`src/afc_pkg.sv`:
```
// shared constants and types for the host mac automatic flow control block
package afc_pkg;

    localparam int          CLK_PERIOD_NS    = 10;
    localparam int          JAM_STEP_NS      = 5000;
    localparam int          JAM_10M_EXTRA_NS = 2200;
    localparam int          JAM_STEP_CYC     = (JAM_STEP_NS + CLK_PERIOD_NS - 1) / CLK_PERIOD_NS;
    localparam int          JAM_EXTRA_CYC    = (JAM_10M_EXTRA_NS + CLK_PERIOD_NS - 1)
                                               / CLK_PERIOD_NS;
    localparam int          JAM_CNT_W        = 17;

    localparam logic [7:0]  CFG_OFS          = 8'hac;
    localparam logic [7:0]  STATUS_OFS       = 8'hb0;
    localparam logic [31:0] CFG_RESET        = 32'h0000_0000;
    localparam logic [31:0] CFG_WMASK        = 32'h00ff_ffff;
    localparam int          LVL_SHIFT        = 6;

    localparam logic [1:0]  HTRANS_NONSEQ    = 2'h2;
    localparam logic [1:0]  HTRANS_SEQ       = 2'h3;

    localparam logic [3:0]  DUR_CODE_25US    = 4'h3;
    localparam logic [3:0]  DUR_CODE_50US    = 4'h4;
    localparam logic [7:0]  DUR_MULT_25US    = 8'h05;
    localparam logic [7:0]  DUR_MULT_50US    = 8'h0a;
    localparam logic [7:0]  DUR_MULT_STEP    = 8'h0a;
    localparam logic [3:0]  DUR_CODE_BASE    = 4'h3;

    typedef struct packed {
        logic [7:0] rsvd;
        logic [7:0] high_threshold;
        logic [7:0] low_threshold;
        logic [3:0] jam_duration_code;
        logic       multicast_trigger_en;
        logic       broadcast_trigger_en;
        logic       address_match_trigger_en;
        logic       any_frame_trigger_en;
    } afc_conf_t;

    typedef struct packed {
        logic [15:0] fifo_used;
        logic [11:0] rsvd;
        logic        jam_active;
        logic        pause_sent;
        logic        pause_pending;
        logic        high_reached;
    } afc_status_t;

    typedef struct packed {
        logic preamble;
        logic hdr_valid;
        logic multicast;
        logic broadcast;
        logic addr_match;
    } afc_rx_evt_t;

    typedef enum logic [1:0] {
        FC_IDLE,
        FC_SEND_HI,
        FC_PAUSED,
        FC_SEND_ZERO
    } afc_fc_state_t;

endpackage

```
`src/afc_ahb_slave.sv`:
```
// ahb-lite slave front end for the flow control registers
`timescale 1ns/1ps
module afc_ahb_slave (
    input  wire logic        hclk,
    input  wire logic        hresetn,
    input  wire logic        hsel,
    input  wire logic [31:0] haddr,
    input  wire logic [1:0]  htrans,
    input  wire logic        hwrite,
    input  wire logic [2:0]  hsize,
    input  wire logic        hready,
    input  wire logic [31:0] hwdata,
    output logic             hreadyout,
    output logic [31:0]      hrdata,
    output logic             hresp,
    output logic [7:0]       rd_addr,
    input  wire logic [31:0] rd_data,
    output logic             wr_en,
    output logic [7:0]       wr_addr,
    output logic [31:0]      wr_data
);
    logic       valid;
    logic       wr_pend_q;
    logic [7:0] wr_addr_q;

    // only whole-word transfers are issued, so hsize is not decoded
    assign valid     = hsel && hready && (htrans == afc_pkg::HTRANS_NONSEQ
                                          || htrans == afc_pkg::HTRANS_SEQ);
    assign hreadyout = 1'b1;
    assign hresp     = 1'b0;
    assign rd_addr   = haddr[7:0];
    assign wr_en     = wr_pend_q;
    assign wr_addr   = wr_addr_q;
    assign wr_data   = hwdata;

    always_ff @(posedge hclk or negedge hresetn) begin
        if (!hresetn) begin
            wr_pend_q <= 1'b0;
            wr_addr_q <= 8'h00;
        end else begin
            wr_pend_q <= valid && hwrite;
            if (valid) begin
                wr_addr_q <= haddr[7:0];
            end
        end
    end

    // read data is sampled in the address phase so it stands in the data phase
    always_ff @(posedge hclk or negedge hresetn) begin
        if (!hresetn) begin
            hrdata <= 32'h0000_0000;
        end else if (valid && !hwrite) begin
            hrdata <= rd_data;
        end
    end

    logic unused_size;
    assign unused_size = ^hsize;
endmodule

```
`src/afc_jam_timer.sv`:
```
// down counter that holds backpressure for a loaded number of cycles
`timescale 1ns/1ps
module afc_jam_timer #(
    parameter int W = afc_pkg::JAM_CNT_W
) (
    input  wire logic         hclk,
    input  wire logic         hresetn,
    input  wire logic         start,
    input  wire logic         abort,
    input  wire logic [W-1:0] dur_cyc,
    output logic              busy
);
    logic [W-1:0] cnt_q;

    assign busy = (cnt_q != '0);

    always_ff @(posedge hclk or negedge hresetn) begin
        if (!hresetn) begin
            cnt_q <= '0;
        end else if (abort) begin
            cnt_q <= '0;
        end else if (start && !busy) begin
            cnt_q <= dur_cyc;
        end else if (busy) begin
            cnt_q <= cnt_q - 1'b1;
        end
    end

    property p_jam_load;
        @(posedge hclk) disable iff (!hresetn)
        (start && !busy && !abort) |=> (cnt_q == $past(dur_cyc));
    endproperty
    a_jam_load: assert property (p_jam_load) else $error("jam timer load wrong");

    property p_jam_count;
        @(posedge hclk) disable iff (!hresetn)
        (busy && !abort) |=> (cnt_q == $past(cnt_q) - 1'b1);
    endproperty
    a_jam_count: assert property (p_jam_count) else $error("jam timer not counting");
endmodule

```
`src/afc_top.sv`:
```
// automatic flow control of the host mac toward the switch fabric
`timescale 1ns/1ps
module afc_top #(
    parameter int JAM_STEP_CYC  = afc_pkg::JAM_STEP_CYC,
    parameter int JAM_EXTRA_CYC = afc_pkg::JAM_EXTRA_CYC
) (
    input  wire logic                hclk,
    input  wire logic                hresetn,
    input  wire logic                hsel,
    input  wire logic [31:0]         haddr,
    input  wire logic [1:0]          htrans,
    input  wire logic                hwrite,
    input  wire logic [2:0]          hsize,
    input  wire logic                hready,
    input  wire logic [31:0]         hwdata,
    output logic                     hreadyout,
    output logic [31:0]              hrdata,
    output logic                     hresp,
    input  wire logic [15:0]         rx_fifo_used,
    input  wire afc_pkg::afc_rx_evt_t rx_evt,
    input  wire logic                tx_enabled,
    input  wire logic                full_duplex,
    input  wire logic                speed_100,
    input  wire logic [15:0]         pause_time_value,
    input  wire logic                hardwired_flow_enable,
    output logic                     pause_req,
    output logic [15:0]              pause_time,
    input  wire logic                pause_ack,
    output logic                     backpressure,
    output logic                     hw_flow_assert
);
    localparam int CW = afc_pkg::JAM_CNT_W;

    afc_pkg::afc_conf_t     cfg_q;
    afc_pkg::afc_status_t   status;
    afc_pkg::afc_fc_state_t fc_q;
    logic [7:0]             rd_addr;
    logic [31:0]            rd_data;
    logic                   wr_en;
    logic [7:0]             wr_addr;
    logic [31:0]            wr_data;
    logic                   above_hi;
    logic                   below_lo;
    logic                   high_reached_q;
    logic                   pause_sent_q;
    logic [15:0]            pause_time_q;
    logic                   fd_go;
    logic                   hd_match;
    logic                   jam_start;
    logic                   jam_busy;
    logic [CW-1:0]          jam_cyc;
    logic                   hw_flow_q;

    // threshold in 64-byte units scaled to a byte count
    function automatic logic [16:0] lvl_bytes(input logic [7:0] lvl);
        lvl_bytes = 17'(lvl) << afc_pkg::LVL_SHIFT;
    endfunction

    // step multiplier for the jam duration code, in 5 us steps
    function automatic logic [7:0] dur_mult(input logic [3:0] code);
        if (code < afc_pkg::DUR_CODE_25US) begin
            dur_mult = {4'h0, code} + 8'h01;
        end else if (code == afc_pkg::DUR_CODE_25US) begin
            dur_mult = afc_pkg::DUR_MULT_25US;
        end else if (code == afc_pkg::DUR_CODE_50US) begin
            dur_mult = afc_pkg::DUR_MULT_50US;
        end else begin
            dur_mult = 8'((code - afc_pkg::DUR_CODE_BASE) * afc_pkg::DUR_MULT_STEP);
        end
    endfunction

    afc_ahb_slave u_bus (
        .hclk      (hclk),
        .hresetn   (hresetn),
        .hsel      (hsel),
        .haddr     (haddr),
        .htrans    (htrans),
        .hwrite    (hwrite),
        .hsize     (hsize),
        .hready    (hready),
        .hwdata    (hwdata),
        .hreadyout (hreadyout),
        .hrdata    (hrdata),
        .hresp     (hresp),
        .rd_addr   (rd_addr),
        .rd_data   (rd_data),
        .wr_en     (wr_en),
        .wr_addr   (wr_addr),
        .wr_data   (wr_data)
    );

    // configuration register; reserved bits never store
    always_ff @(posedge hclk or negedge hresetn) begin
        if (!hresetn) begin
            cfg_q <= afc_pkg::CFG_RESET;
        end else if (wr_en && wr_addr == afc_pkg::CFG_OFS) begin
            cfg_q <= wr_data & afc_pkg::CFG_WMASK;
        end
    end

    always_comb begin
        status               = '0;
        status.fifo_used     = rx_fifo_used;
        status.jam_active    = backpressure;
        status.pause_sent    = pause_sent_q;
        status.pause_pending = pause_req;
        status.high_reached  = high_reached_q;
    end

    always_comb begin
        if (rd_addr == afc_pkg::CFG_OFS) begin
            rd_data = cfg_q;
        end else if (rd_addr == afc_pkg::STATUS_OFS) begin
            rd_data = status;
        end else begin
            rd_data = 32'h0000_0000;
        end
    end

    // low must sit below high, otherwise the latch below may toggle freely
    assign above_hi = {1'b0, rx_fifo_used} >= lvl_bytes(cfg_q.high_threshold);
    assign below_lo = {1'b0, rx_fifo_used} < lvl_bytes(cfg_q.low_threshold);

    // level held from high threshold until the fill drops below low threshold
    always_ff @(posedge hclk or negedge hresetn) begin
        if (!hresetn) begin
            high_reached_q <= 1'b0;
        end else if (above_hi) begin
            high_reached_q <= 1'b1;
        end else if (below_lo) begin
            high_reached_q <= 1'b0;
        end
    end

    // hard-wired flow control shares both thresholds
    always_ff @(posedge hclk or negedge hresetn) begin
        if (!hresetn) begin
            hw_flow_q <= 1'b0;
        end else begin
            hw_flow_q <= hardwired_flow_enable && (above_hi || (hw_flow_q && !below_lo));
        end
    end
    assign hw_flow_assert = hw_flow_q;

    // full duplex pause only comes from the any-frame trigger
    assign fd_go = tx_enabled && full_duplex && cfg_q.any_frame_trigger_en;

    always_ff @(posedge hclk or negedge hresetn) begin
        if (!hresetn) begin
            fc_q <= afc_pkg::FC_IDLE;
        end else begin
            case (fc_q)
                afc_pkg::FC_IDLE: begin
                    if (fd_go && above_hi) begin
                        fc_q <= afc_pkg::FC_SEND_HI;
                    end
                end
                afc_pkg::FC_SEND_HI: begin
                    if (!tx_enabled) begin
                        fc_q <= afc_pkg::FC_IDLE;
                    end else if (pause_ack) begin
                        fc_q <= afc_pkg::FC_PAUSED;
                    end
                end
                afc_pkg::FC_PAUSED: begin
                    if (below_lo) begin
                        fc_q <= afc_pkg::FC_SEND_ZERO;
                    end
                end
                afc_pkg::FC_SEND_ZERO: begin
                    if (tx_enabled && pause_ack) begin
                        fc_q <= afc_pkg::FC_IDLE;
                    end
                end
                default: begin
                    fc_q <= afc_pkg::FC_IDLE;
                end
            endcase
        end
    end

    // records that a high-threshold pause frame actually went out
    always_ff @(posedge hclk or negedge hresetn) begin
        if (!hresetn) begin
            pause_sent_q <= 1'b0;
        end else if (fc_q == afc_pkg::FC_SEND_HI && tx_enabled && pause_ack) begin
            pause_sent_q <= 1'b1;
        end else if (fc_q == afc_pkg::FC_SEND_ZERO && tx_enabled && pause_ack) begin
            pause_sent_q <= 1'b0;
        end
    end

    always_ff @(posedge hclk or negedge hresetn) begin
        if (!hresetn) begin
            pause_time_q <= 16'h0000;
        end else if (fc_q == afc_pkg::FC_IDLE && fd_go && above_hi) begin
            pause_time_q <= pause_time_value;
        end else if (fc_q == afc_pkg::FC_PAUSED && below_lo) begin
            pause_time_q <= 16'h0000;
        end
    end
    assign pause_time = pause_time_q;

    // a pending zero pause stays queued while the transmitter is off; a pending high pause is dropped
    assign pause_req = tx_enabled && (fc_q == afc_pkg::FC_SEND_HI
                                      || fc_q == afc_pkg::FC_SEND_ZERO);

    // half duplex frame filter; the any-frame bit jams at preamble with no decode
    always_comb begin
        if (cfg_q.any_frame_trigger_en) begin
            hd_match = rx_evt.preamble;
        end else begin
            hd_match = rx_evt.hdr_valid
                       && ((cfg_q.multicast_trigger_en && rx_evt.multicast)
                        || (cfg_q.broadcast_trigger_en && rx_evt.broadcast)
                        || (cfg_q.address_match_trigger_en && rx_evt.addr_match));
        end
    end

    // only the host mac's own jam is driven here
    assign jam_start = tx_enabled && !full_duplex && high_reached_q && hd_match;

    // duration only consulted for half duplex jams
    assign jam_cyc = CW'(dur_mult(cfg_q.jam_duration_code) * JAM_STEP_CYC
                         + (speed_100 ? 0 : JAM_EXTRA_CYC));

    afc_jam_timer #(
        .W (CW)
    ) u_jam (
        .hclk    (hclk),
        .hresetn (hresetn),
        .start   (jam_start),
        .abort   (!tx_enabled || full_duplex),
        .dur_cyc (jam_cyc),
        .busy    (jam_busy)
    );

    assign backpressure = jam_busy && tx_enabled && !full_duplex;

    property p_pause_tx_on;
        @(posedge hclk) disable iff (!hresetn)
        pause_req |-> tx_enabled;
    endproperty
    a_pause_tx_on: assert property (p_pause_tx_on) else $error("pause with tx off");

    property p_bp_tx_on;
        @(posedge hclk) disable iff (!hresetn)
        !tx_enabled |-> !backpressure;
    endproperty
    a_bp_tx_on: assert property (p_bp_tx_on) else $error("jam with tx off");

    property p_hi_trigger;
        @(posedge hclk) disable iff (!hresetn)
        (fc_q == afc_pkg::FC_IDLE && tx_enabled && full_duplex && cfg_q.any_frame_trigger_en
         && rx_fifo_used >= {cfg_q.high_threshold, 6'b00_0000})
        |=> (fc_q == afc_pkg::FC_SEND_HI && pause_time == $past(pause_time_value));
    endproperty
    a_hi_trigger: assert property (p_hi_trigger) else $error("no pause at high level");

    property p_zero_time;
        @(posedge hclk) disable iff (!hresetn)
        (fc_q == afc_pkg::FC_SEND_ZERO) |-> (pause_time == 16'h0000 && pause_sent_q);
    endproperty
    a_zero_time: assert property (p_zero_time) else $error("zero pause wrong");

    property p_rearm;
        @(posedge hclk) disable iff (!hresetn)
        (fc_q == afc_pkg::FC_SEND_ZERO && tx_enabled && pause_ack)
        |=> (fc_q == afc_pkg::FC_IDLE && !pause_sent_q);
    endproperty
    a_rearm: assert property (p_rearm) else $error("no re-arm after zero pause");

    property p_no_fd_jam;
        @(posedge hclk) disable iff (!hresetn)
        full_duplex |-> !backpressure;
    endproperty
    a_no_fd_jam: assert property (p_no_fd_jam) else $error("jam in full duplex");

    property p_jam_hd;
        @(posedge hclk) disable iff (!hresetn)
        (jam_start && !jam_busy) |=> backpressure [*2];
    endproperty
    a_jam_hd: assert property (p_jam_hd) else $error("frame match not jammed");

    property p_hw_flow;
        @(posedge hclk) disable iff (!hresetn)
        // the release edge still finds the flops in reset, so skip it
        (hardwired_flow_enable && above_hi && $past(hresetn)) |=> hw_flow_assert;
    endproperty
    a_hw_flow: assert property (p_hw_flow) else $error("hard-wired flow missed");
endmodule

```
`config.mk`:
```
export PLATFORM = sky130hd
export DESIGN_NAME = afc_top
export DESIGN_NICKNAME = d
export VERILOG_FILES = /design/src/afc_pkg.sv /design/src/afc_ahb_slave.sv /design/src/afc_jam_timer.sv /design/src/afc_top.sv
export SDC_FILE = /design/constraint.sdc
export NUM_CORES = 1
export LEC_CHECK = 0
export BUFFER_PORTS_ARGS = -buffer_cell sky130_fd_sc_hd__buf_4
export CAP_MARGIN = 20
export CORE_MARGIN = 2
export CORE_UTILIZATION = 30
export CTS_CLUSTER_SIZE = 30
export DETAILED_ROUTE_END_ITERATION = 12
export GPL_TIMING_DRIVEN = 0
export PLACE_DENSITY = 0.51
export SLEW_MARGIN = 20
export SYNTH_ARGS = -nofsm -noshare
export SYNTH_HDL_FRONTEND = slang
export SYNTH_HIERARCHICAL = 1
export SYNTH_SLANG_ARGS = --single-unit
export TNS_END_PERCENT = 100
```
`constraint.sdc`:
```
create_clock -name hclk -period 5.5 [get_ports hclk]
set_input_delay 1.1 -clock hclk [delete_from_list [all_inputs] [get_ports hclk]]
set_output_delay 1.1 -clock hclk [all_outputs]
set_load 0.005 [all_outputs]
```
# After elaboration in Yosys (flattened, before gate mapping)
# Cells that the tools add are included.
[classes]
n_lt_le_gt_ge = 3
mul = 2
n_reduce_logical = 47
eq_ne = 14
mux = 22
addsub = 4
[op_table]
columns = ["op", "n"]
rows = [
  ["two-way mux 32 bit", 2],
  ["two-way mux 17 bit", 3],
  ["two-way mux 16 bit", 2],
  ["two-way mux 8 bit", 4],
  ["logical AND 1 bit", 29],
  ["equality test 8 bit (second input constant)", 3],
  ["adder 17 x 8 -> 17 bit", 1],
  ["nonzero test 17 bit", 1],
  ["subtractor 17 x 1 -> 17 bit (second input constant)", 1],
  ["greater-or-equal comparator 16 x 14 -> 1 bit", 1],
  ["< comparator 16 x 14 -> 1 bit", 1],
  ["multiplier 8 x 7 -> 15 bit (second input constant)", 1],
  ["two-way mux 2 bit", 5],
  ["equality test 2 bit (second input constant)", 4],
  ["multiplier 8 x 3 -> 7 bit (second input constant)", 1],
  ["case mux 2 bit (4 select lines)", 1],
  ["logical OR 1 bit", 6],
  ["!= test 2 bit (second input constant)", 3],
  ["nonzero test 2 bit", 3],
  ["adder 4 x 1 -> 5 bit (second input constant)", 1],
  ["zero test 1 bit", 5],
  ["two-way mux 1 bit", 5],
  ["subtractor 4 x 2 -> 5 bit (second input constant)", 1],
  ["equality test 4 x 2 -> 1 bit (second input constant)", 1],
  ["other kinds (7)", 7],
]
[totals]
reg_bits = 103
output_inout_bits = 53

# Logic depth before layout (Yosys ltp)
# Gate-level depths: netlist of the first run.
[logic_depth]
word_depth = 9
ltp_mapped = 26
depth_no_buf = 25

# By module
# Netlist of the first run, hierarchy kept.
[by_module_without_submodules]
columns = ["module", "instances", "area_each_um2", "cells_per_inst", "seq_area_each_um2"]
rows = [
  ["afc_top", 1, 4635.7, 498, 1126.1],
  ["afc_ahb_slave", 1, 1986.9, 132, 1026.0],
  ["afc_jam_timer", 1, 1139.8, 122, 425.4],
]

# Worst setup path before layout of the first run
# OpenSTA, ideal clock, no wires.
[synth_timing]
path_type = "reg-to-reg"
startpoint = "reg cfg_q[4] (netlist bit)"
endpoint = "reg u_jam.cnt_q[16]"
t_arrival_ps = 5947
required_time_ps = 5396
synth_period_minus_slack_ps = 6051
setup_time_ps = 104
stages_incl_launch_ff = 24
path_slack_ps = -551
path_cell_list = "dfrtp_1 > inv_1 > ha_1 > ha_1 > ha_1 > fa_1 > nand2_1 > inv_1 > ha_1 > fa_1 > inv_1 > fa_1 > fa_1 > inv_1 > ha_1 > o211a_1 > nand2b_1 > a31o_1 > a21oi_2 > xor2_2 > nor4_2 > xnor2_1 > nand2_1 > a221oi_1"
[synth_between]
elab_chain_len = 9
elab_cells_between_ends = 13
cone_classes = "add/sub (3); mul (2); order compare (1); eq/ne (2); mux (5)"
[synth_lines]
columns = ["element", "line_no", "source"]
rows = [
  ["start: declaration", "afc_top.sv:34", "afc_pkg::afc_conf_t cfg_q;"],
  ["start signal: assignment", "afc_top.sv:95", "cfg_q <= afc_pkg::CFG_RESET;"],
  ["start signal: assignment", "afc_top.sv:97", "cfg_q <= wr_data & afc_pkg::CFG_WMASK;"],
  ["subtractor 4 x 2 -> 5 bit", "afc_top.sv:68", "dur_mult = 8'((code - afc_pkg::DUR_CODE_BASE) * afc_pkg::DUR_MULT_STEP);"],
  ["multiplier 8 x 3 -> 7 bit", "afc_top.sv:68", ""],
  ["two-way mux 8 bit", "afc_top.sv:65", "end else if (code == afc_pkg::DUR_CODE_50US) begin"],
  ["two-way mux 8 bit", "afc_top.sv:63", "end else if (code == afc_pkg::DUR_CODE_25US) begin"],
  ["two-way mux 8 bit (*)", "afc_top.sv:61", "if (code < afc_pkg::DUR_CODE_25US) begin"],
  ["multiplier 8 x 7 -> 15 bit (*)", "afc_top.sv:224", "assign jam_cyc = CW'(dur_mult(cfg_q.jam_duration_code) * JAM_STEP_CYC"],
  ["adder 17 x 8 -> 17 bit (*)", "afc_top.sv:225", "+ (speed_100 ? 0 : JAM_EXTRA_CYC));"],
  ["via jam_cyc[16]", "afc_top.sv:51", "logic [CW-1:0] jam_cyc;"],
  ["two-way mux 17 bit (*)", "afc_jam_timer.sv:22", "end else if (start && !busy) begin"],
  ["two-way mux 17 bit (*)", "afc_jam_timer.sv:20", "end else if (abort) begin"],
  ["end signal: assignment", "afc_jam_timer.sv:23", "cnt_q <= dur_cyc;"],
  ["end signal: assignment", "afc_jam_timer.sv:25", "cnt_q <= cnt_q - 1'b1;"],
  ["end: declaration", "afc_jam_timer.sv:13", "logic [W-1:0] cnt_q;"],
]
# Mark *: on every way through the listed nets, which the timed path passes. The rest lies on a longest branch.
# A chain may end at the register's enable or synchronous reset.

# Final worst setup path of the first run
[layout_timing]
startpoint = "reg cfg_q[4] (netlist bit)"
endpoint = "reg u_jam.cnt_q[14]"
# Same word-level chain as after synthesis.

==> results of run 1 <==
[area by class of cell]
class / count / area (um^2) / share of cell area, %
Clock inverter: 7 / 88.8 / 0.910
Tap cell: 330 / 413 / 4.23
Timing Repair Buffer: 130 / 980 / 10.0
Sequential cell: 103 / 2580 / 26.4
Inverter: 68 / 263 / 2.69
Buffer: 59 / 395 / 4.05
Clock buffer: 9 / 225 / 2.31
Multi-Input combinational cell: 515 / 4820 / 49.3
[power groups by stage]
stage | clock network [uW] | logic, uW | registers (uW)
after floorplan | 0 | 2610 | 985
after global placement | 0 | 3300 | 1000
after detailed placement | 0 | 3300 | 1000
after CTS | 707 | 3620 | 988
after global routing | 740 | 4590 | 1010
final | 687 | 4140 | 988
[timing repair]
item,in CTS,in global routing
resized for setup,24,28
setup buffers,14,10
pin swaps,30,33
endpoints found under the setup margin,8,7
[metrics by stage]
step | setup slack (ns) | total power, uW | hold WS [ns] | utilization [%]
2_1_floorplan | -0.0699 | 3600 | 0.450 | -
3_3_place_gp | -0.522 | 4300 | 0.484 | 35.8
3_5_place_dp | -0.536 | 4300 | 0.488 | 35.8
4_1_cts | -0.237 | 5310 | 0.507 | 37.9
5_1_grt | -0.514 | 6340 | 0.534 | 38.8
6_report | -0.241 | 5820 | 0.511 | 38.8
[worst paths after layout]
kind                                  startpoint                to
worst max-delay path                    cfg_q[4]   u_jam/cnt_q[14]
worst min-delay path            u_bus/wr_addr[0]  u_bus/wr_addr[0]
worst max register to register          cfg_q[4]   u_jam/cnt_q[14]
worst min register to register  u_bus/wr_addr[0]  u_bus/wr_addr[0]
max in group asynchronous                hresetn          cfg_q[7]
min in group asynchronous                hresetn  u_bus/hrdata[18]
[metal layers]
layer	wire length, um	GRT usage [%]
met4	201	3.75
met2	8350	23.0
met5	13	0
met3	978	2.68
met1	9180	19.6
[critical path, cell delays in order, from the launching register on]
cell	delay (ns)
dfrtp_2	0.49
a21oi_4	0.19
xnor2_2	0.16
ha_4	0.25
ha_4	0.16
fa_2	0.56
nand2_4	0.08
inv_4	0.08
ha_4	0.19
fa_1	0.47
inv_1	0.05
fa_1	0.45
fa_1	0.51
inv_2	0.04
ha_4	0.23
o211a_1	0.22
nand2b_4	0.13
a31o_1	0.22
a21oi_2	0.18
xor2_2	0.28
buf_4	0.18
xnor2_2	0.10
nand2_1	0.07
a31oi_1	0.23
o31a_1	0.16
[flip-flops by register name (all words and copies together) (netlist names), named ones only]
name,flops
u_bus/wr_en,1
u_bus/wr_addr,8
high_reached_q,1
cfg_q,24
u_bus/hrdata,32
hw_flow_assert,1
u_jam/cnt_q,17
pause_time,16
fc_q,1
pause_sent_q,1
==> impl_metrics.csv, run 1 <==
group,metric,value,unit
outcome,status,"complete, but fails checks",
outcome,failed_checks,"negative setup slack",
pwr,p_leak,0.00472,uW
pwr,ir_drop,0.000651,V
worst_setup_path,worstPathArrival,6.03,ns
timing,period_needed,5.74,ns
cells_and_area,design_area,0.00977,mm^2
worst_setup_path,reg2reg_slack,-0.24,ns
synthesis,ys_warn_count,6,
worst_setup_path,required,5.79,ns
pwr,power_frac_seq,17.0,%
timing,skew,0.0128,ns
min_path,hold_class,"reg2reg",
routing,vias,5668,
worst_setup_path,r2r_cells,24,
placement,dp_hpwl,14500,um
pwr,p_per_area,595,mW/mm^2
grt,overflow,0,
synthesis,syn_inst,744,
routing,drt_iter0_markers,242,
floorplan,die_w,164,um
timing,relSlewSlack,36.7,%
timing,fmax,174,MHz
synthesis,syn_area_per_cell,10.4,um^2
placement,portBuffers,106,
cells_and_area,drive_gt1_share,38.5,%
grt,antenna_found_initial,1,
pwr,internal_power,3310,uW
cts,cts.sinks,103,
synthesis,syn_area,0.00770,mm^2
pwr,power_switching,2500,uW
cts,insertion_delay,0.36,ns
floorplan,die_h,164,um
cts,clkTransAtPathRegs,0.08,ns
run,cap_violations,0,
timing,rsz0062_at_grt,"yes",
timing,period_share,104,%
min_path,hold_depth,1,
cts,ctsHoldBuffers,0,
timing,tns,-0.826,ns
timing,layout_setup_ws,-0.241,ns
cts,numCtsBuffers,9,
floorplan,initial_core_util,30.6,%
worst_setup_path,critical_path_class,"reg2reg",
floorplan,num_rows,58,
grt,grt_max_degree,104,
placement,place_congestion,0.768,
grt,grt_pass1_vias,5855,
pwr,power_frac_clock,11.8,%
routing,routed_wl,18700,um
timing,max_slew.worst_pin.slew,0.949,ns
timing,slew_violations,0,
cells_and_area,mostFrequentLayoutCell,"buf_4",
cells_and_area,fill_cells,2550,
cts,cts_tree,"yes",
cells_and_area,syn2layout_area_growth,26.8,%
floorplan,core-area,0.0252,mm^2
worst_setup_path,end_kind,"flip-flop",
cells_and_area,diodes,0,
grt,grt_pass1_wl,30400,um
cells_and_area,nNetsFinal,1093,
routing,drc,0,
cts,cts_root_buf,"clkbuf_16",
routing,ant_nets,0,
floorplan,pin_count,169,
routing,wire_per_inst,15.3,um
worst_setup_path,path_max_fanout,5,
grt,grt_usage,14.3,%
placement,place_area,0.00902,mm^2
placement,dp_cells,1182,
timing,hold_viol,0,
pwr,comb_power_share,71.2,%
cts,cts.path.max_buffers,2,
floorplan,die_area,0.0270,mm^2
cells_and_area,fin_cells,1221,
routing,avgViaCountPerCell,4.64,
cells_and_area,final_cell_mix,"164 x buf_4, 99 x dfrtp_1, 61 x inv_1",
timing,setup_violations,5,
worst_setup_path,critPathLaunchType,"flip-flop",
pwr,swShare,43.1,%
routing,first_pass_iters,4,
cts,htree_levels,3,
Note: power is estimated with default switching activity, not from simulation.
==> inputs of run 2 (changes only) <==
--- a/config.mk
+++ b/config.mk
@@ -5,6 +5,7 @@
 export SDC_FILE = /design/constraint.sdc
 export NUM_CORES = 1
 export LEC_CHECK = 0
+export ABC_AREA = 1
 export BUFFER_PORTS_ARGS = -buffer_cell sky130_fd_sc_hd__buf_4
 export CAP_MARGIN = 20
 export CORE_MARGIN = 2
==> run 2 against run 1 <==
Net effect: the run now ends clean; non-clock buffer count down 6; synthesized cell count up 43%; clock skew down 0.0036 ns; critical path depth up 6; register-to-register slack better by 0.36 ns; fmax up 6.8%; critical endpoint unchanged; largest power group unchanged.
==> impl_metrics.csv, run 2 <==
group,metric,value,unit
grt,overflow,0,
cts,htree_levels,3,
worst_setup_path,r2r-end,"u_jam/cnt_q[14]",
cells_and_area,fin_cells,1549,
grt,grt_max_degree,104,
run,cap_violations,0,
pwr,ir_drop,0.000417,V
timing,rsz0062_at_grt,"yes",
synthesis,syn_area_per_cell,7.62,um^2
timing,setup_violations,0,
routing,first_pass_iters,5,
cts,numCtsBuffers,9,
timing,hold_viol,0,
routing,routed_wl,19900,um
cells_and_area,largest_reg_flops,32,
synthesis,syn_area,0.00810,mm^2
routing,ant_nets,0,
floorplan,core-area,0.0267,mm^2
timing,slew_violations,0,
cells_and_area,final_cell_mix,"303 x nand2_1, 161 x buf_4, 142 x inv_1",
grt,antenna_found_initial,0,
cells_and_area,nNetsFinal,1411,
routing,vias,6814,
timing,period_share,97.8,%
pwr,p_leak,0.00561,uW
cts,insertion_delay,0.35,ns
min_path,hold_depth,2,
cells_and_area,diodes,0,
grt,grt_pass1_wl,33300,um
timing,relSlewSlack,34.4,%
cells_and_area,syn2layout_area_growth,26.8,%
cts,cts.path.max_buffers,2,
cts,cts_root_buf,"clkbuf_16",
floorplan,die_w,168,um
routing,wire_per_inst,12.9,um
worst_setup_path,reg2reg_slack,0.12,ns
placement,dp_cells,1511,
cells_and_area,top_register,"u_bus/hrdata",
worst_setup_path,required,5.79,ns
worst_setup_path,cpMostUsedCell,"ha_4",
cells_and_area,drive_gt1_share,28.6,%
cts,cts_tree,"yes",
worst_setup_path,critPathLaunchType,"flip-flop",
routing,drc,0,
outcome,status,"finished clean",
pwr,p_per_area,601,mW/mm^2
cts,cts.sinks,103,
worst_setup_path,reg2reg_from,"cfg_q[4]",
timing,max_slew.worst_pin.slew,0.975,ns
placement,place_congestion,0.776,
placement,dp_hpwl,15500,um
worst_setup_path,worstPathArrival,5.66,ns
floorplan,initial_core_util,30.3,%
worst_setup_path,critical_path_class,"reg2reg",
worst_setup_path,path_buf_inv,8,
routing,avgViaCountPerCell,4.40,
grt,grt_usage,14.4,%
min_path,hold_class,"reg2reg",
timing,skew,0.00915,ns
routing,drt_iter0_markers,396,
timing,fmax,186,MHz
floorplan,pin_count,169,
worst_setup_path,path_max_fanout,5,
grt,grt_pass1_vias,6744,
synthesis,ys_warn_count,6,
cells_and_area,design_area,0.0103,mm^2
cts,clkTransAtPathRegs,0.07,ns
cells_and_area,top_regs,"u_bus/hrdata: 32 flops, cfg_q: 24 flops, u_jam/cnt_q: 17 flops",
worst_setup_path,critical-path-top-delay-family,"adder cells",
placement,place_area,0.00933,mm^2
worst_setup_path,crit_cells,30,
floorplan,die_h,168,um
floorplan,num_rows,60,
floorplan,die_area,0.0283,mm^2
cells_and_area,fill_cells,2779,
worst_setup_path,crit_end,"u_jam/cnt_q[14]",
worst_setup_path,critPathLaunch,"cfg_q[4]",
timing,tns,0,ns
timing,period_needed,5.38,ns
cells_and_area,mostFrequentLayoutCell,"nand2_1",
worst_setup_path,r2r_cells,30,
worst_setup_path,end_kind,"flip-flop",
worst_setup_path,critPathSlowestCell,"fa_1",
worst_setup_path,cpPeakStageDelay,0.53,ns
placement,portBuffers,106,
synthesis,syn_inst,1063,
[run 2: worst min-delay path by stage]
stage,start,end
finish,u_bus/wr_addr[3],u_bus/wr_addr[3]
detailed placement,u_bus/wr_addr[5],u_bus/wr_addr[5]
global placement,u_bus/wr_addr[5],u_bus/wr_addr[5]
CTS,u_bus/wr_addr[5],u_bus/wr_addr[5]
global route,u_bus/hrdata[31],u_bus/hrdata[31]
floorplan,u_bus/wr_addr[5],u_bus/wr_addr[5]
[run 2: per-stage QoR]
stage	setup WS, ns	total power (uW)	util, %	hold WS, ns
after floorplan	0.0355	3550	-	0.434
after global placement	-0.561	4270	34.9	0.449
after detailed placement	-0.542	4290	34.9	0.456
after CTS	0.00124	5470	37.2	0.474
after global routing	-0.166	6830	38.5	0.496
final	0.123	6170	38.5	0.472
[run 2: what timing repair did]
action	in CTS	in global routing
gates resized for setup	44	69
hold buffers	0	0
buffers inserted	15	8
cloned	0	0
pin swaps	19	46
endpoints found under the setup margin	9	7
[run 2: power breakdown]
group          leakage (uW)  switching [uW]  internal (uW)  total, uW
logic               0.00412            2670           1890       4560
clock network      0.000153             287            399        686
registers           0.00133            71.6            861        933
[run 2: layer usage]
metal | up-vias | wire, um | track usage, %
met1 | 3154 | 9500 | 19.4
met4 | 0 | 155 | 3.86
met2 | 112 | 9580 | 24.6
li1 | 3540 | - | -
met3 | 8 | 672 | 1.60
met5 | - | 0 | 0
[run 2: area by class of cell]
type                    count  area [um^2]  share of cell area [%]
repair buffers            129          976                    9.49
multi-input cells         740         4980                    48.4
well taps                 341          427                    4.15
flip-flops and latches    103         2580                    25.1
plain buffers              54          369                    3.59
clock buffers              10          229                    2.23
inverters                 167          637                    6.20
clock inverters             5         82.6                   0.803
[run 2: worst min-delay path: stages (launching register included)]
cell     delay (ns)
dfrtp_1        0.35
nand2_1        0.05
nand2_1        0.04
==> inputs of run 3 (changes only) <==
--- a/config.mk
+++ b/config.mk
@@ -6,7 +6,7 @@
 export NUM_CORES = 1
 export LEC_CHECK = 0
 export ABC_AREA = 1
-export BUFFER_PORTS_ARGS = -buffer_cell sky130_fd_sc_hd__buf_4
+export BUFFER_PORTS_ARGS = -buffer_cell sky130_fd_sc_hd__buf_2
 export CAP_MARGIN = 20
 export CORE_MARGIN = 2
 export CORE_UTILIZATION = 30
@@ -14,7 +14,7 @@
 export DETAILED_ROUTE_END_ITERATION = 12
 export GPL_TIMING_DRIVEN = 0
 export PLACE_DENSITY = 0.51
-export SLEW_MARGIN = 20
+export SLEW_MARGIN = 15
 export SYNTH_ARGS = -nofsm -noshare
 export SYNTH_HDL_FRONTEND = slang
 export SYNTH_HIERARCHICAL = 1
==> run 3 against run 2 <==
Net effect: first-iteration DRC count grew 13%; clock power grew 3.4%; final cell count shrank 0.13%; sequential power is essentially flat; global-route usage shrank 0.18 points; setup slack gained 0.024 ns; largest power group unchanged.
==> impl_metrics.csv, run 3 (synthesis results as in run 2) <==
group,metric,value,unit
routing,drc,0,
cells_and_area,nNetsFinal,1408,
worst_setup_path,cpPeakStageDelay,0.52,ns
floorplan,core-area,0.0267,mm^2
cells_and_area,mostFrequentLayoutCell,"nand2_1",
outcome,status,"finished clean",
timing,fmax,187,MHz
timing,hold_viol,0,
floorplan,initial_core_util,30.3,%
worst_setup_path,worstPathArrival,5.59,ns
worst_setup_path,r2r-end,"u_jam/cnt_q[16]",
placement,dp_hpwl,15500,um
cts,insertion_delay,0.36,ns
routing,vias,6796,
min_path,hold_class,"reg2reg",
timing,max_slew.worst_pin.slew,1.05,ns
routing,routed_wl,19700,um
timing,relSlewSlack,29.2,%
cts,htree_levels,3,
routing,avgViaCountPerCell,4.39,
routing,wire_per_inst,12.7,um
worst_setup_path,r2r_cells,30,
worst_setup_path,path_max_fanout,5,
grt,antenna_found_initial,0,
timing,slew_violations,0,
grt,overflow,0,
floorplan,pin_count,169,
cells_and_area,diodes,0,
floorplan,die_h,168,um
floorplan,num_rows,60,
cells_and_area,top_register,"u_bus/hrdata",
cells_and_area,largest_reg_flops,32,
worst_setup_path,reg2reg_slack,0.15,ns
run,cap_violations,0,
worst_setup_path,critPathLaunch,"cfg_q[4]",
timing,period_needed,5.35,ns
worst_setup_path,end_kind,"flip-flop",
cts,cts.sinks,103,
cells_and_area,syn2layout_area_growth,23.1,%
placement,portBuffers,106,
timing,holdWs,0.466,ns
pwr,p_per_area,604,mW/mm^2
worst_setup_path,critPathLaunchType,"flip-flop",
timing,tns,0,ns
cts,cts.path.max_buffers,2,
cts,cts_root_buf,"clkbuf_16",
cells_and_area,drive_gt1_share,27.9,%
timing,setup_violations,0,
cts,cts_tree,"yes",
placement,place_congestion,0.812,
timing,rsz0062_at_grt,"yes",
cells_and_area,fin_util,37.3,%
cts,numCtsBuffers,9,
grt,grt_pass1_vias,6635,
grt,grt_pass1_wl,32700,um
floorplan,die_w,168,um
cts,ctsHoldBuffers,0,
grt,grt_max_degree,79,
cells_and_area,top_regs,"u_bus/hrdata: 32 flops, cfg_q: 24 flops, u_jam/cnt_q: 17 flops",
timing,period_share,97.3,%
cts,clkTransAtPathRegs,0.07,ns
floorplan,die_area,0.0283,mm^2
routing,drt_iter0_markers,446,
pwr,p_leak,0.00553,uW
grt,grt_usage,14.2,%
worst_setup_path,critical_path_class,"reg2reg",
routing,first_pass_iters,4,
timing,skew,0.0117,ns
worst_setup_path,critPathSlowestCell,"fa_1",
routing,ant_nets,0,
pwr,ir_drop,0.000415,V
pwr,power.total,6030,uW
worst_setup_path,required,5.74,ns
cells_and_area,fill_cells,2837,
worst_setup_path,reg2reg_from,"cfg_q[4]",
cells_and_area,final_cell_mix,"306 x nand2_1, 143 x inv_1, 115 x buf_2",
worst_setup_path,crit_end,"u_jam/cnt_q[16]",
## run 3: how the worst min path moves through the flow
stage / from / endpoint / slack, ns / cells after the start
global placement: u_bus/wr_addr[5] / u_bus/wr_addr[5] / 0.45 / 2
global route: pause_time[5] / pause_time[5] / 0.49 / 2
floorplan: u_bus/wr_addr[5] / u_bus/wr_addr[5] / 0.43 / 2
detailed placement: pause_time[9] / pause_time[9] / 0.45 / 2
CTS: pause_time[9] / pause_time[9] / 0.47 / 2
finish: pause_time[9] / pause_time[9] / 0.47 / 2
## run 3: repair_timing
action | CTS | global route
setup endpoints to repair | 7 | 7
pin swaps | 10 | 31
gates resized for setup | 39 | 64
setup buffers | 10 | 9
## run 3: report_power, final
| part | internal, uW | leakage (uW) | total, uW | switching, uW |
|---|---|---|---|---|
| registers | 861 | 0.00133 | 932 | 71.1 |
| clock network | 414 | 0.000153 | 709 | 295 |
| logic | 1890 | 0.00404 | 4390 | 2490 |
## run 3: layout make-up
| type | instances | area [um^2] | share of cell area [%] |
|---|---|---|---|
| plain buffers | 54 | 369 | 3.70 |
| inverters | 167 | 637 | 6.38 |
| repair buffers | 126 | 711 | 7.12 |
| clock inverters | 4 | 76.3 | 0.765 |
| clock buffers | 12 | 246 | 2.47 |
| flip-flops and latches | 103 | 2580 | 25.9 |
| multi-input cells | 740 | 4930 | 49.4 |
| well taps | 341 | 427 | 4.28 |
## run 3: routing by layer
metal | vias to the layer above | wire (um) | track usage (%)
li1 | 3544 | - | -
met1 | 3117 | 9550 | 19.2
met2 | 118 | 9160 | 23.7
met3 | 17 | 713 | 2.26
met4 | 0 | 275 | 3.64
met5 | - | 0 | 0
## run 3: critical path: cells and delay by family, from the launching register on
kind / cells / cell delay [ns]
xor+xnor: 1 / 0.19
fa+ha+maj: 9 / 3.03
buf+inv: 5 / 0.29
flops: 1 / 0.47
simple gates: 15 / 1.25
## run 3: metrics by stage
step	area [um^2]	instances	worst slack [ns]
finish	9980	1547	0.147
global route	9980	1547	-0.120
CTS	9650	1538	0.00435
detailed placement	9100	1512	-0.560
global placement	9060	1511	-0.580
floorplan	8110	1064	0.0355
